`src/shared/icp_consts.svh`:
```
// constant definitions for the interactive command port
`ifndef ICP_CONSTS_SVH
`define ICP_CONSTS_SVH

// framing, separator, digit and command letter characters
`define ICP_CH_LF 8'h0a
`define ICP_CH_TAB 8'h09
`define ICP_CH_CR 8'h0d
`define ICP_CH_SPACE 8'h20
`define ICP_CH_DOT 8'h2e
`define ICP_CH_ZERO 8'h30
`define ICP_CH_A_UP 8'h41
`define ICP_CH_A_LO 8'h61
`define ICP_CH_T_UP 8'h54
`define ICP_CH_T_LO 8'h74
`define ICP_CH_I_UP 8'h49
`define ICP_CH_I_LO 8'h69

// two-digit status fields, first and second character
`define ICP_STAT_OK 16'h3030
`define ICP_STAT_FAIL 16'h3031
`define ICP_STAT_INFO 16'h3130

// error result codes sent in failure lines
`define ICP_ERR_SYNTAX 8'h01
`define ICP_ERR_MISSING_ARG 8'h02
`define ICP_ERR_RANGE 8'h03

// selector codes of the information query
`define ICP_SEL_NAME 16'h0000
`define ICP_SEL_VERSION 16'h0003
`define ICP_SEL_ADDRESS 16'h0004
`define ICP_SEL_CHIPSET 16'h0005
`define ICP_SEL_DATA_STATS 16'h0006
`define ICP_SEL_FAT_STATS 16'h0007
`define ICP_SEL_LAST_ERR 16'h000c

// selector limit and field sizes
`define ICP_SEL_MAX 20'h0ffff
`define ICP_ECHO_MAX 3'h5
`define ICP_NAME_LEN 5'h08
`define ICP_ADDR_LEN 5'h0f
`define ICP_STATS_LEN 5'h0e
`define ICP_ERR_LEN 5'h02

`endif

```
`src/shared/icp_pkg.sv`:
```
// types shared by the interactive command port files
package icp_pkg;

	// reply framing sequencer states
	typedef enum logic [3:0] {
		ST_RECV,
		ST_LF1,
		ST_STAT,
		ST_TAB1,
		ST_ECHO,
		ST_TAB2,
		ST_INFO,
		ST_HEX,
		ST_CR1,
		ST_LF2,
		ST_OK,
		ST_CR2
	} reply_state_e;

	// kind of reply that a completed command line produces
	typedef enum logic [1:0] {
		KIND_OK,
		KIND_FAIL,
		KIND_INFO
	} reply_kind_e;

	typedef logic [7:0] char_t;

endpackage : icp_pkg

```
`src/verilog/info_text_source.sv`:
```
// character source for the information query text
`timescale 1ns/1ps
`include "icp_consts.svh"

module info_text_source #(
	parameter logic [63:0] DEV_NAME = 64'h4943_5044_4556_3031,
	parameter logic [63:0] FW_VERSION = 64'h312e_302e_302e_3030,
	parameter logic [63:0] CHIP_NAME = 64'h4348_4950_5345_5430,
	parameter logic [63:0] MAKER_NAME = 64'h4d41_4b45_524e_414d
) (
	input wire logic [15:0] selector,
	input wire logic [4:0] index,
	input wire logic [1:0] addrType,
	input wire logic [47:0] macAddr,
	input wire logic [15:0] dataTotal,
	input wire logic [15:0] dataFree,
	input wire logic [15:0] dataDeleted,
	input wire logic [15:0] fatTotal,
	input wire logic [15:0] fatFree,
	input wire logic [15:0] fatDeleted,
	input wire logic [7:0] lastErr,
	output icp_pkg::char_t infoByte,
	output logic [4:0] infoLen
);

	// upper case ascii for one nibble
	function automatic icp_pkg::char_t hexChar(input logic [3:0] nib);
		hexChar = (nib < 4'ha) ? (`ICP_CH_ZERO + {4'h0, nib}) : (8'h37 + {4'h0, nib});
	endfunction : hexChar

	// byte k of an eight character name, first character in the top byte
	function automatic icp_pkg::char_t nameChar(input logic [63:0] name, input logic [4:0] k);
		nameChar = name[(7 - k[2:0]) * 8 +: 8];
	endfunction : nameChar

	// total.free.deleted as three groups of four hex digits
	function automatic icp_pkg::char_t statChar(input logic [47:0] s, input logic [4:0] k);
		logic [4:0] grp;
		logic [4:0] pos;
		grp = k / 5'h05;
		pos = k - grp * 5'h05;
		if (pos == 5'h04) begin
			statChar = `ICP_CH_DOT;
		end else begin
			statChar = hexChar(s[(2 - grp[1:0]) * 16 + (3 - pos[1:0]) * 4 +: 4]);
		end
	endfunction : statChar

	logic [3:0] macNib;
	logic [3:0] macDigit;

	// mac digits are sent most significant first
	assign macDigit = 4'(index - 5'h03);
	assign macNib = macAddr[(4'hb - macDigit) * 4 +: 4];

	// select the text of the requested selector
	always_comb begin
		infoByte = 8'h00;
		infoLen = `ICP_NAME_LEN;
		unique case (selector)
			`ICP_SEL_NAME: infoByte = nameChar(DEV_NAME, index);
			`ICP_SEL_VERSION: infoByte = nameChar(FW_VERSION, index);
			`ICP_SEL_CHIPSET: infoByte = nameChar(CHIP_NAME, index);
			`ICP_SEL_ADDRESS: begin
				// type field, separator, then twelve hex digits
				infoLen = `ICP_ADDR_LEN;
				if (index == 5'h00) begin
					infoByte = `ICP_CH_ZERO;
				end else if (index == 5'h01) begin
					infoByte = `ICP_CH_ZERO + {6'h00, addrType};
				end else if (index == 5'h02) begin
					infoByte = `ICP_CH_SPACE;
				end else begin
					infoByte = hexChar(macNib);
				end
			end
			`ICP_SEL_DATA_STATS: begin
				infoLen = `ICP_STATS_LEN;
				infoByte = statChar({dataTotal, dataFree, dataDeleted}, index);
			end
			`ICP_SEL_FAT_STATS: begin
				infoLen = `ICP_STATS_LEN;
				infoByte = statChar({fatTotal, fatFree, fatDeleted}, index);
			end
			`ICP_SEL_LAST_ERR: begin
				infoLen = `ICP_ERR_LEN;
				infoByte = hexChar(index[0] ? lastErr[3:0] : lastErr[7:4]);
			end
			default: infoByte = nameChar(MAKER_NAME, index);
		endcase
	end

endmodule : info_text_source

```
`src/verilog/interactive_command_port.sv`:
```
// command line interpreter with framed replies over a byte stream
//
// Behaviour
// - tokens of a command line are separated by spaces; runs of spaces collapse
// - each reply line is linefeed, text, carriage return; replies may span lines
// - linefeed is 0x0a, tab is 0x09, carriage return is 0x0d
// - success ends the reply with a line holding only 00
// - failure line holds 01, tab, hex error code, carriage return
// - failure lines carry no explanatory text and no trailing tab
// - hex field of a failure line is the numeric error result code
// - nothing is executed until the terminating carriage return arrives
// - bare prefix command only answers the success line
// - query answers 10, tab, selector echo, tab, text, then success line
// - selector must lie in 0 to 65535; larger values fail
// - selectors 0, 3, 5 give device name, firmware version, chipset name
// - selector 4 gives address type field, separator, then the mac address
// - selectors 6 and 7 give data and table segment space statistics
// - idle waiting for input is flagged as the lowest power state
// - status field of every line is exactly two decimal digits
// - address type codes 00 public, 01 static, 02 resolvable, 03 non-resolvable
`timescale 1ns/1ps
`include "icp_consts.svh"

module interactive_command_port (
	input wire logic clk,
	input wire logic resetn,
	input wire logic [7:0] rxData,
	input wire logic rxValid,
	output logic rxReady,
	output logic [7:0] txData,
	output logic txValid,
	input wire logic txReady,
	input wire logic [1:0] addrType,
	input wire logic [47:0] macAddr,
	input wire logic [15:0] dataTotal,
	input wire logic [15:0] dataFree,
	input wire logic [15:0] dataDeleted,
	input wire logic [15:0] fatTotal,
	input wire logic [15:0] fatFree,
	input wire logic [15:0] fatDeleted,
	output logic lowPower
);

	////////////////////////////////////////////////////////////////////////
	// state

	icp_pkg::reply_state_e state_r, state_nxt;
	icp_pkg::reply_kind_e kind_r, kind_nxt;
	logic [4:0] idx_r, idx_nxt;
	logic [1:0] tokIdx_r, tokIdx_nxt;
	logic [2:0] tokLen_r, tokLen_nxt;
	logic bad_r, bad_nxt;
	logic over_r, over_nxt;
	logic [19:0] acc_r, acc_nxt;
	icp_pkg::char_t echo_r [5];
	icp_pkg::char_t echo_nxt [5];
	logic [2:0] echoLen_r, echoLen_nxt;
	logic [15:0] sel_r, sel_nxt;
	logic [7:0] errCode_r, errCode_nxt;
	logic [7:0] lastErr_r, lastErr_nxt;
	logic [7:0] txData_r, txData_nxt;
	logic txValid_r, txValid_nxt;

	icp_pkg::char_t infoByte;
	logic [4:0] infoLen;
	icp_pkg::char_t curByte;
	logic [15:0] statChars;
	logic [1:0] nTok;
	logic rxTake;
	logic loadSlot;
	logic isDigit;
	logic isA;
	logic isT;
	logic isI;
	logic tok0Short;
	logic [19:0] accMul;

	////////////////////////////////////////////////////////////////////////
	// information text lookup

	info_text_source u_info (
		.selector(sel_r),
		.index(idx_r),
		.addrType(addrType),
		.macAddr(macAddr),
		.dataTotal(dataTotal),
		.dataFree(dataFree),
		.dataDeleted(dataDeleted),
		.fatTotal(fatTotal),
		.fatFree(fatFree),
		.fatDeleted(fatDeleted),
		.lastErr(lastErr_r),
		.infoByte(infoByte),
		.infoLen(infoLen)
	);

	////////////////////////////////////////////////////////////////////////
	// character classes and handshakes

	// input is refused while a reply is going out, so no line is lost
	assign rxReady = (state_r == icp_pkg::ST_RECV);
	assign rxTake = rxValid && rxReady;
	assign loadSlot = !txValid_r || txReady;
	assign isDigit = (rxData >= `ICP_CH_ZERO) && (rxData <= 8'h39);
	assign isA = (rxData == `ICP_CH_A_UP) || (rxData == `ICP_CH_A_LO);
	assign isT = (rxData == `ICP_CH_T_UP) || (rxData == `ICP_CH_T_LO);
	assign isI = (rxData == `ICP_CH_I_UP) || (rxData == `ICP_CH_I_LO);
	assign tok0Short = (tokIdx_r == 2'h0) && (tokLen_r == 3'h1);
	assign nTok = (tokIdx_r == 2'h3) ? 2'h3 : tokIdx_r + {1'b0, (tokLen_r != 3'h0)};
	assign accMul = (acc_r << 3) + (acc_r << 1);

	// idle with nothing pending or in flight
	assign lowPower = rxReady && !rxValid && !txValid_r;
	assign txData = txData_r;
	assign txValid = txValid_r;

	// status field of the first line, always two digits
	always_comb begin
		statChars = `ICP_STAT_OK;
		unique case (kind_r)
			icp_pkg::KIND_OK: statChars = `ICP_STAT_OK;
			icp_pkg::KIND_FAIL: statChars = `ICP_STAT_FAIL;
			icp_pkg::KIND_INFO: statChars = `ICP_STAT_INFO;
		endcase
	end

	////////////////////////////////////////////////////////////////////////
	// byte that the current sequencer step emits

	always_comb begin
		curByte = `ICP_CH_CR;
		unique case (state_r)
			icp_pkg::ST_RECV: curByte = `ICP_CH_CR;
			icp_pkg::ST_LF1: curByte = `ICP_CH_LF;
			icp_pkg::ST_LF2: curByte = `ICP_CH_LF;
			icp_pkg::ST_STAT: curByte = idx_r[0] ? statChars[7:0] : statChars[15:8];
			icp_pkg::ST_TAB1: curByte = `ICP_CH_TAB;
			icp_pkg::ST_TAB2: curByte = `ICP_CH_TAB;
			icp_pkg::ST_ECHO: curByte = echo_r[idx_r[2:0]];
			icp_pkg::ST_INFO: curByte = infoByte;
			icp_pkg::ST_HEX: curByte = idx_r[0] ? errCode_r[3:0] + ((errCode_r[3:0] < 4'ha) ? 8'h30 : 8'h37)
				: errCode_r[7:4] + ((errCode_r[7:4] < 4'ha) ? 8'h30 : 8'h37);
			icp_pkg::ST_CR1: curByte = `ICP_CH_CR;
			icp_pkg::ST_CR2: curByte = `ICP_CH_CR;
			icp_pkg::ST_OK: curByte = `ICP_CH_ZERO;
		endcase
	end

	////////////////////////////////////////////////////////////////////////
	// parser and reply sequencer next values

	always_comb begin
		state_nxt = state_r;
		kind_nxt = kind_r;
		idx_nxt = idx_r;
		tokIdx_nxt = tokIdx_r;
		tokLen_nxt = tokLen_r;
		bad_nxt = bad_r;
		over_nxt = over_r;
		acc_nxt = acc_r;
		echo_nxt = echo_r;
		echoLen_nxt = echoLen_r;
		sel_nxt = sel_r;
		errCode_nxt = errCode_r;
		lastErr_nxt = lastErr_r;
		txData_nxt = txData_r;
		txValid_nxt = txValid_r && !txReady;
		if (rxTake) begin
			if (rxData == `ICP_CH_CR) begin
				// a line is only acted on at its carriage return
				tokIdx_nxt = 2'h0;
				tokLen_nxt = 3'h0;
				bad_nxt = 1'b0;
				over_nxt = 1'b0;
				acc_nxt = 20'h00000;
				idx_nxt = 5'h00;
				if (nTok != 2'h0) begin
					state_nxt = icp_pkg::ST_LF1;
					kind_nxt = icp_pkg::KIND_FAIL;
					if (bad_r || tok0Short) begin
						errCode_nxt = `ICP_ERR_SYNTAX;
					end else if (nTok == 2'h1) begin
						kind_nxt = icp_pkg::KIND_OK;
					end else if (nTok == 2'h2) begin
						errCode_nxt = `ICP_ERR_MISSING_ARG;
					end else if (over_r) begin
						errCode_nxt = `ICP_ERR_RANGE;
					end else begin
						kind_nxt = icp_pkg::KIND_INFO;
						sel_nxt = acc_r[15:0];
					end
					if (kind_nxt == icp_pkg::KIND_FAIL) begin
						lastErr_nxt = errCode_nxt;
					end
				end
			end else if (rxData == `ICP_CH_LF) begin
				// stray linefeeds from terminals are dropped
				tokLen_nxt = tokLen_r;
			end else if (rxData == `ICP_CH_SPACE) begin
				if (tokLen_r != 3'h0) begin
					bad_nxt = bad_r || tok0Short;
					tokIdx_nxt = (tokIdx_r == 2'h3) ? 2'h3 : tokIdx_r + 2'h1;
					tokLen_nxt = 3'h0;
				end
			end else begin
				tokLen_nxt = (tokLen_r == 3'h7) ? 3'h7 : tokLen_r + 3'h1;
				unique case (tokIdx_r)
					2'h0: begin
						// prefix token is exactly the two letters
						if (!((tokLen_r == 3'h0) && isA) && !((tokLen_r == 3'h1) && isT)) begin
							bad_nxt = 1'b1;
						end
					end
					2'h1: begin
						if (!((tokLen_r == 3'h0) && isI)) begin
							bad_nxt = 1'b1;
						end
					end
					2'h2: begin
						if (!isDigit) begin
							bad_nxt = 1'b1;
						end else if (tokLen_r >= `ICP_ECHO_MAX) begin
							// echo buffer limits the digit count
							over_nxt = 1'b1;
						end else begin
							echo_nxt[tokLen_r] = rxData;
							echoLen_nxt = tokLen_r + 3'h1;
							acc_nxt = accMul + {12'h000, rxData - `ICP_CH_ZERO};
							if ((accMul + {12'h000, rxData - `ICP_CH_ZERO}) > `ICP_SEL_MAX) begin
								over_nxt = 1'b1;
							end
						end
					end
					2'h3: bad_nxt = 1'b1;
				endcase
			end
		end else if ((state_r != icp_pkg::ST_RECV) && loadSlot) begin
			// one reply byte per free output slot
			txData_nxt = curByte;
			txValid_nxt = 1'b1;
			idx_nxt = 5'h00;
			unique case (state_r)
				icp_pkg::ST_RECV: state_nxt = icp_pkg::ST_RECV;
				icp_pkg::ST_LF1: state_nxt = icp_pkg::ST_STAT;
				icp_pkg::ST_STAT: begin
					if (idx_r == 5'h00) begin
						idx_nxt = 5'h01;
					end else if (kind_r == icp_pkg::KIND_OK) begin
						state_nxt = icp_pkg::ST_CR1;
					end else begin
						state_nxt = icp_pkg::ST_TAB1;
					end
				end
				icp_pkg::ST_TAB1: begin
					state_nxt = (kind_r == icp_pkg::KIND_FAIL) ? icp_pkg::ST_HEX : icp_pkg::ST_ECHO;
				end
				icp_pkg::ST_ECHO: begin
					idx_nxt = idx_r + 5'h01;
					if (idx_r + 5'h01 >= {2'h0, echoLen_r}) begin
						idx_nxt = 5'h00;
						state_nxt = icp_pkg::ST_TAB2;
					end
				end
				icp_pkg::ST_TAB2: state_nxt = icp_pkg::ST_INFO;
				icp_pkg::ST_INFO: begin
					idx_nxt = idx_r + 5'h01;
					if (idx_r + 5'h01 >= infoLen) begin
						idx_nxt = 5'h00;
						state_nxt = icp_pkg::ST_CR1;
					end
				end
				icp_pkg::ST_HEX: begin
					// no tab or text follows the code
					idx_nxt = 5'h01;
					if (idx_r != 5'h00) begin
						idx_nxt = 5'h00;
						state_nxt = icp_pkg::ST_CR1;
					end
				end
				icp_pkg::ST_CR1: begin
					state_nxt = (kind_r == icp_pkg::KIND_INFO) ? icp_pkg::ST_LF2 : icp_pkg::ST_RECV;
				end
				icp_pkg::ST_LF2: state_nxt = icp_pkg::ST_OK;
				icp_pkg::ST_OK: begin
					idx_nxt = 5'h01;
					if (idx_r != 5'h00) begin
						idx_nxt = 5'h00;
						state_nxt = icp_pkg::ST_CR2;
					end
				end
				icp_pkg::ST_CR2: state_nxt = icp_pkg::ST_RECV;
			endcase
		end
	end

	////////////////////////////////////////////////////////////////////////
	// registers

	always_ff @(posedge clk) begin
		if (!resetn) begin
			state_r <= icp_pkg::ST_RECV;
			kind_r <= icp_pkg::KIND_OK;
			idx_r <= 5'h00;
			tokIdx_r <= 2'h0;
			tokLen_r <= 3'h0;
			bad_r <= 1'b0;
			over_r <= 1'b0;
			acc_r <= 20'h00000;
			echo_r <= '{default: 8'h00};
			echoLen_r <= 3'h0;
			sel_r <= 16'h0000;
			errCode_r <= 8'h00;
			lastErr_r <= 8'h00;
			txData_r <= 8'h00;
			txValid_r <= 1'b0;
		end else begin
			state_r <= state_nxt;
			kind_r <= kind_nxt;
			idx_r <= idx_nxt;
			tokIdx_r <= tokIdx_nxt;
			tokLen_r <= tokLen_nxt;
			bad_r <= bad_nxt;
			over_r <= over_nxt;
			acc_r <= acc_nxt;
			echo_r <= echo_nxt;
			echoLen_r <= echoLen_nxt;
			sel_r <= sel_nxt;
			errCode_r <= errCode_nxt;
			lastErr_r <= lastErr_nxt;
			txData_r <= txData_nxt;
			txValid_r <= txValid_nxt;
		end
	end

endmodule : interactive_command_port

```
`config.mk`:
```
export PLATFORM = sky130hd
export DESIGN_NAME = interactive_command_port
export DESIGN_NICKNAME = d
export VERILOG_FILES = /design/src/shared/icp_pkg.sv /design/src/verilog/info_text_source.sv /design/src/verilog/interactive_command_port.sv
export VERILOG_INCLUDE_DIRS = /design/src /design/src/shared
export SDC_FILE = /design/constraint.sdc
export NUM_CORES = 1
export LEC_CHECK = 0
export BUFFER_PORTS_ARGS = -buffer_cell sky130_fd_sc_hd__buf_2
export CELL_PAD_IN_SITES_DETAIL_PLACEMENT = 1
export CELL_PAD_IN_SITES_GLOBAL_PLACEMENT = 1
export CORE_ASPECT_RATIO = 0.8
export CORE_UTILIZATION = 39
export CTS_BUF_LIST = sky130_fd_sc_hd__clkbuf_16
export CTS_CLUSTER_DIAMETER = 60
export DETAILED_ROUTE_END_ITERATION = 8
export GPL_ROUTABILITY_DRIVEN = 0
export PLACE_DENSITY = 0.79
export SETUP_SLACK_MARGIN = 0.02
export SLEW_MARGIN = 10
export SYNTH_ARGS = -nofsm -noshare
export SYNTH_HDL_FRONTEND = slang
export SYNTH_SLANG_ARGS = --single-unit
```
`constraint.sdc`:
```
create_clock -name clk -period 4.7 [get_ports clk]
set_input_delay 0.235 -clock clk [delete_from_list [all_inputs] [get_ports clk]]
set_output_delay 0.235 -clock clk [all_outputs]
set_load 0.01 [all_outputs]
```
==> summary.md <==
| Metric | Value |
|---|---|
| Synth Register Bits | `121` |
| Syn Area/Cell | `8.42 sq um` |
| Sequential fraction of the synthesis area | `about 24%` |
| Synthesized cell area | `10100 sq um` |
| Die area | `roughly 27000 sq um` |
| Total negative slack | `0 ns` |
| RSZ-0062 raised after global routing | `no` |
| Worst slew pin tran | `approximately 1 ns` |
| Antenna Nets Post-Route | `0` |
| Worst Setup Path Type | `flop to flop` |
| Critical Path Source Type | `flop` |
| Largest net degree at the start of global routing | `48` |
| F_max | `~0.23 GHz` |
| H-tree depth | `4` |
| Reg2reg end | `txData[2]$_SDFFE_PN0P_` |
| Initial antenna violation count | `0` |
| Global-route congestion overflow total | `0` |
| Synth top area cells | `dfxtp_1 (24%), ha_1 (8.7%), mux4_2 (7.6%)` |
| Fin Hold WS | `0.211 ns` |
| Worst path depth | `18` |
| FF-to-FF Start | `idx_r[1]$_SDFFE_PN0P_` |
| Setup Skew | `0.00701 ns` |
| Gate Count Post-Synth | `around 1200` |
| CTS tree | `done` |
| Layout Nets | `roughly 1600` |
| CP endpoint kind | `flop` |
| EDFF count, synth | `0` |
| Drt total wl | `33800 microns` |
| Maximum VDD drop | `around 0.24 mV` |
| Reg2reg setup slack | `just over 0.4 ns` |
| HP Class | `input port to flop` |
| Highest routed layer | `met4` |
| CTS Buf Count | `17` |
| Vias in the first global route | `~10000` |
| Drt first pass iters | `5` |
| Final setup violation count | `0` |
| P&R area growth vs syn | `17.5%` |
| Critical path buffers and inverters | `4` |
| Global Route Usage Sum | `25.7%` |
| Crit path max fanout | `12` |
| Worst Setup SP | `idx_r[1]$_SDFFE_PN0P_` |
| Slew HR | `approximately 33%` |
| Number of synthesis warnings | `0` |
| Syn nets | `roughly 1400` |
| CP max-delay cell | `fa_2` |
| Vias per cell | `between 5 and 6` |
| CP Data Required Time | `a little over 5 ns` |
| Fin. Hold Viols | `0` |
| Routed len/inst | `20.0 microns` |
| Post-synthesis async set-or-reset flop share | `0%` |
| Share of cells above drive strength 1 | `between 20% and 30%` |
| Latest clock arrival within the worst-skew pair | `approximately 0.43 ns` |
| Chip height | `between 100 and 150 microns` |
| Fin. max-slew vios | `0` |
| Global-route wire length before repair | `54000 microns` |
| Total power | `0.00258 W` |
| CTS Root Cell | `clkbuf_16` |
| CP max stage delay | `0.59 ns` |
| Area leader, netlist | `dfxtp_1` |
| Final period utilization | `between 90% and 100%` |
| M1 wire length | `approximately 16000 microns` |
| Post-route DRC violation count | `0` |
| Clk buf depth | `2` |
| Post-layout min period | `between 4 and 5 ns` |
| Most common library cells after synthesis | `nor2_1 (164), dfxtp_1 (121), a21oi_1 (90)` |
| Final Instance Area | `roughly 12000 sq um` |
| Die X | `between 150 and 200 microns` |
| Hold_buf cts | `0` |
| Most used flip-flop cell after synthesis | `dfxtp_1` |
| Top-count cell post-synth | `nor2_1` |
| Top Ports | `around 170` |
| CP Cell Sequence | `nand2b_1 -> a221oi_1 -> nor3_4 -> inv_4 -> ha_1 -> inv_1 -> fa_2 -> buf_6 -> mux4_2 -> mux2i_1 -> o21ai_1 -> a22oi_2 -> or2_1 -> ha_1 -> inv_1 -> or4b_1 -> a21oi_1 -> o31a_1` |
| Starting density of the core | `39.8%` |
| Initial drt markers | `778` |
| Row count | `52` |
| Post-Place Cell Area | `~11000 sq um` |
| Met2 WL | `between 15000 and 20000 microns` |
| Worst-path clk slew | `0.06 ns` |
| MaxCap Viol Count | `0` |
| Status | `finished, final reports clean` |
| Worst setup endpoint | `txData[2]$_SDFFE_PN0P_` |
| Count of input and output buffers | `approximately 170` |
| Crit-path leading delay family | `compound AO/OA/AOI/OAI gates` |
| Core Area | `between 20000 and 30000 sq um` |
| Netlist cell types | `96` |
| Final HPWL DP | `roughly 26000 microns` |
| Worst R2R Path Depth | `18` |
| Met3 Wirelength | `about 1900 microns` |
| Synth top area share | `between 20% and 30%` |
| PwrDens | `roughly 220 nW/um^2` |
| Clock sink count | `between 100 and 150` |
| Critical path arrival | `4.66 ns` |
| Via count | `slightly below 10000` |
| Leak Pwr | `around 5.3 nW` |
state kept, by name, indices dropped and copies added (netlist names):
name	cells
sel_r	16
txData	8
kind_r	2
over_r	1
acc_r	19
txValid	1
bad_r	1
tokLen_r	3
tokIdx_r	2
state_r	4
errCode_r	8
echoLen_r	3
lastErr_r	8
idx_r	5
echo_r	40
layout make-up:
type                       count  area, sq um
antenna                        1         2.50
sequential                   121         2420
multi-input combinational    942         7070
inverter                      66          250
timing repair buffer         204         1110
tap                          324          405
clock buffer                  17          425
fill                        3060        13500
clock inverter                15          161
layer usage:
metal  vias up  global-route usage, %
met1      4889                   36.9
met3        41                   4.33
met5         -                      0
met2       270                   39.5
li1       4703                      -
met4         0                   6.78
through the flow:
step	std cells	utilization (%)	worst slack, ns
2_1_floorplan	1198	-	0.0274
3_3_place_gp	1656	44.3	0.206
3_5_place_dp	1656	44.3	0.0405
4_1_cts	1688	46.7	0.0210
5_1_grt	1689	46.7	0.101
6_report	1690	46.7	0.406
worst min-delay path by stage:
stage | from | end | slack, ns | cells after the start
after floorplan | rxData[4] | echo_r[12]$_SDFFE_PN0P_ | 0.38 | 2
after global placement | lastErr_r[4]$_SDFFE_PN0P_ | lastErr_r[4]$_SDFFE_PN0P_ | 0.44 | 1
after detailed placement | lastErr_r[4]$_SDFFE_PN0P_ | lastErr_r[4]$_SDFFE_PN0P_ | 0.45 | 1
after CTS | rxData[5] | echo_r[13]$_SDFFE_PN0P_ | 0.19 | 3
after global routing | txReady | txValid$_SDFF_PN0_ | 0.24 | 3
final | rxData[5] | echo_r[13]$_SDFFE_PN0P_ | 0.21 | 3
worst register-to-register path, stage by stage, from the launching register on:
cell,delay [ns]
dfxtp_2,0.37
nand2b_1,0.16
a221oi_1,0.55
nor3_4,0.08
inv_4,0.07
ha_1,0.14
inv_1,0.06
fa_2,0.59
buf_6,0.19
mux4_2,0.30
mux2i_1,0.19
o21ai_1,0.11
a22oi_2,0.21
or2_1,0.18
ha_1,0.17
inv_1,0.05
or4b_1,0.51
a21oi_1,0.16
o31a_1,0.13
layout by cell type, fill, tap and decap left out, types with 18 or more instances in the layout:
cell type,instances
buf_2,168
nor3_1,29
a21oi_1,90
nor2_1,164
dfxtp_1,119
buf_4,35
a22oi_1,21
nand2_1,70
o21ai_0,45
mux4_2,34
mux2i_1,66
xnor2_1,24
nand3_1,36
inv_1,65
ha_1,70
nand2b_1,18
power breakdown:
part / internal (W) / leakage [nW] / switching [W]
registers: 0.00103 / 0.976 / 0.00000402
clock network: 0.000823 / 0.290 / 0.000504
logic: 0.000105 / 4.00 / 0.000112
total: 0.00196 / 5.26 / 0.000620
cell families after synthesis:
group / Yosys count / share of synthesized area (%)
AND/OR/NAND/NOR: 418 / 20.0
multiplexers: 111 / 15.6
adder cells (fa/ha/maj): 80 / 10.7
flip-flops: 121 / 24.0
XOR/XNOR: 33 / 3.15
buffers and inverters: 135 / 6.03
AO/OA/AOI/OAI: 300 / 20.5
timing repair:
item | 4_1_cts | 5_1_grt
resized for setup | 0 | 3
endpoints found under the setup margin | 0 | 3
setup buffers | 0 | 1
Note: power is estimated with default switching activity, not from simulation.
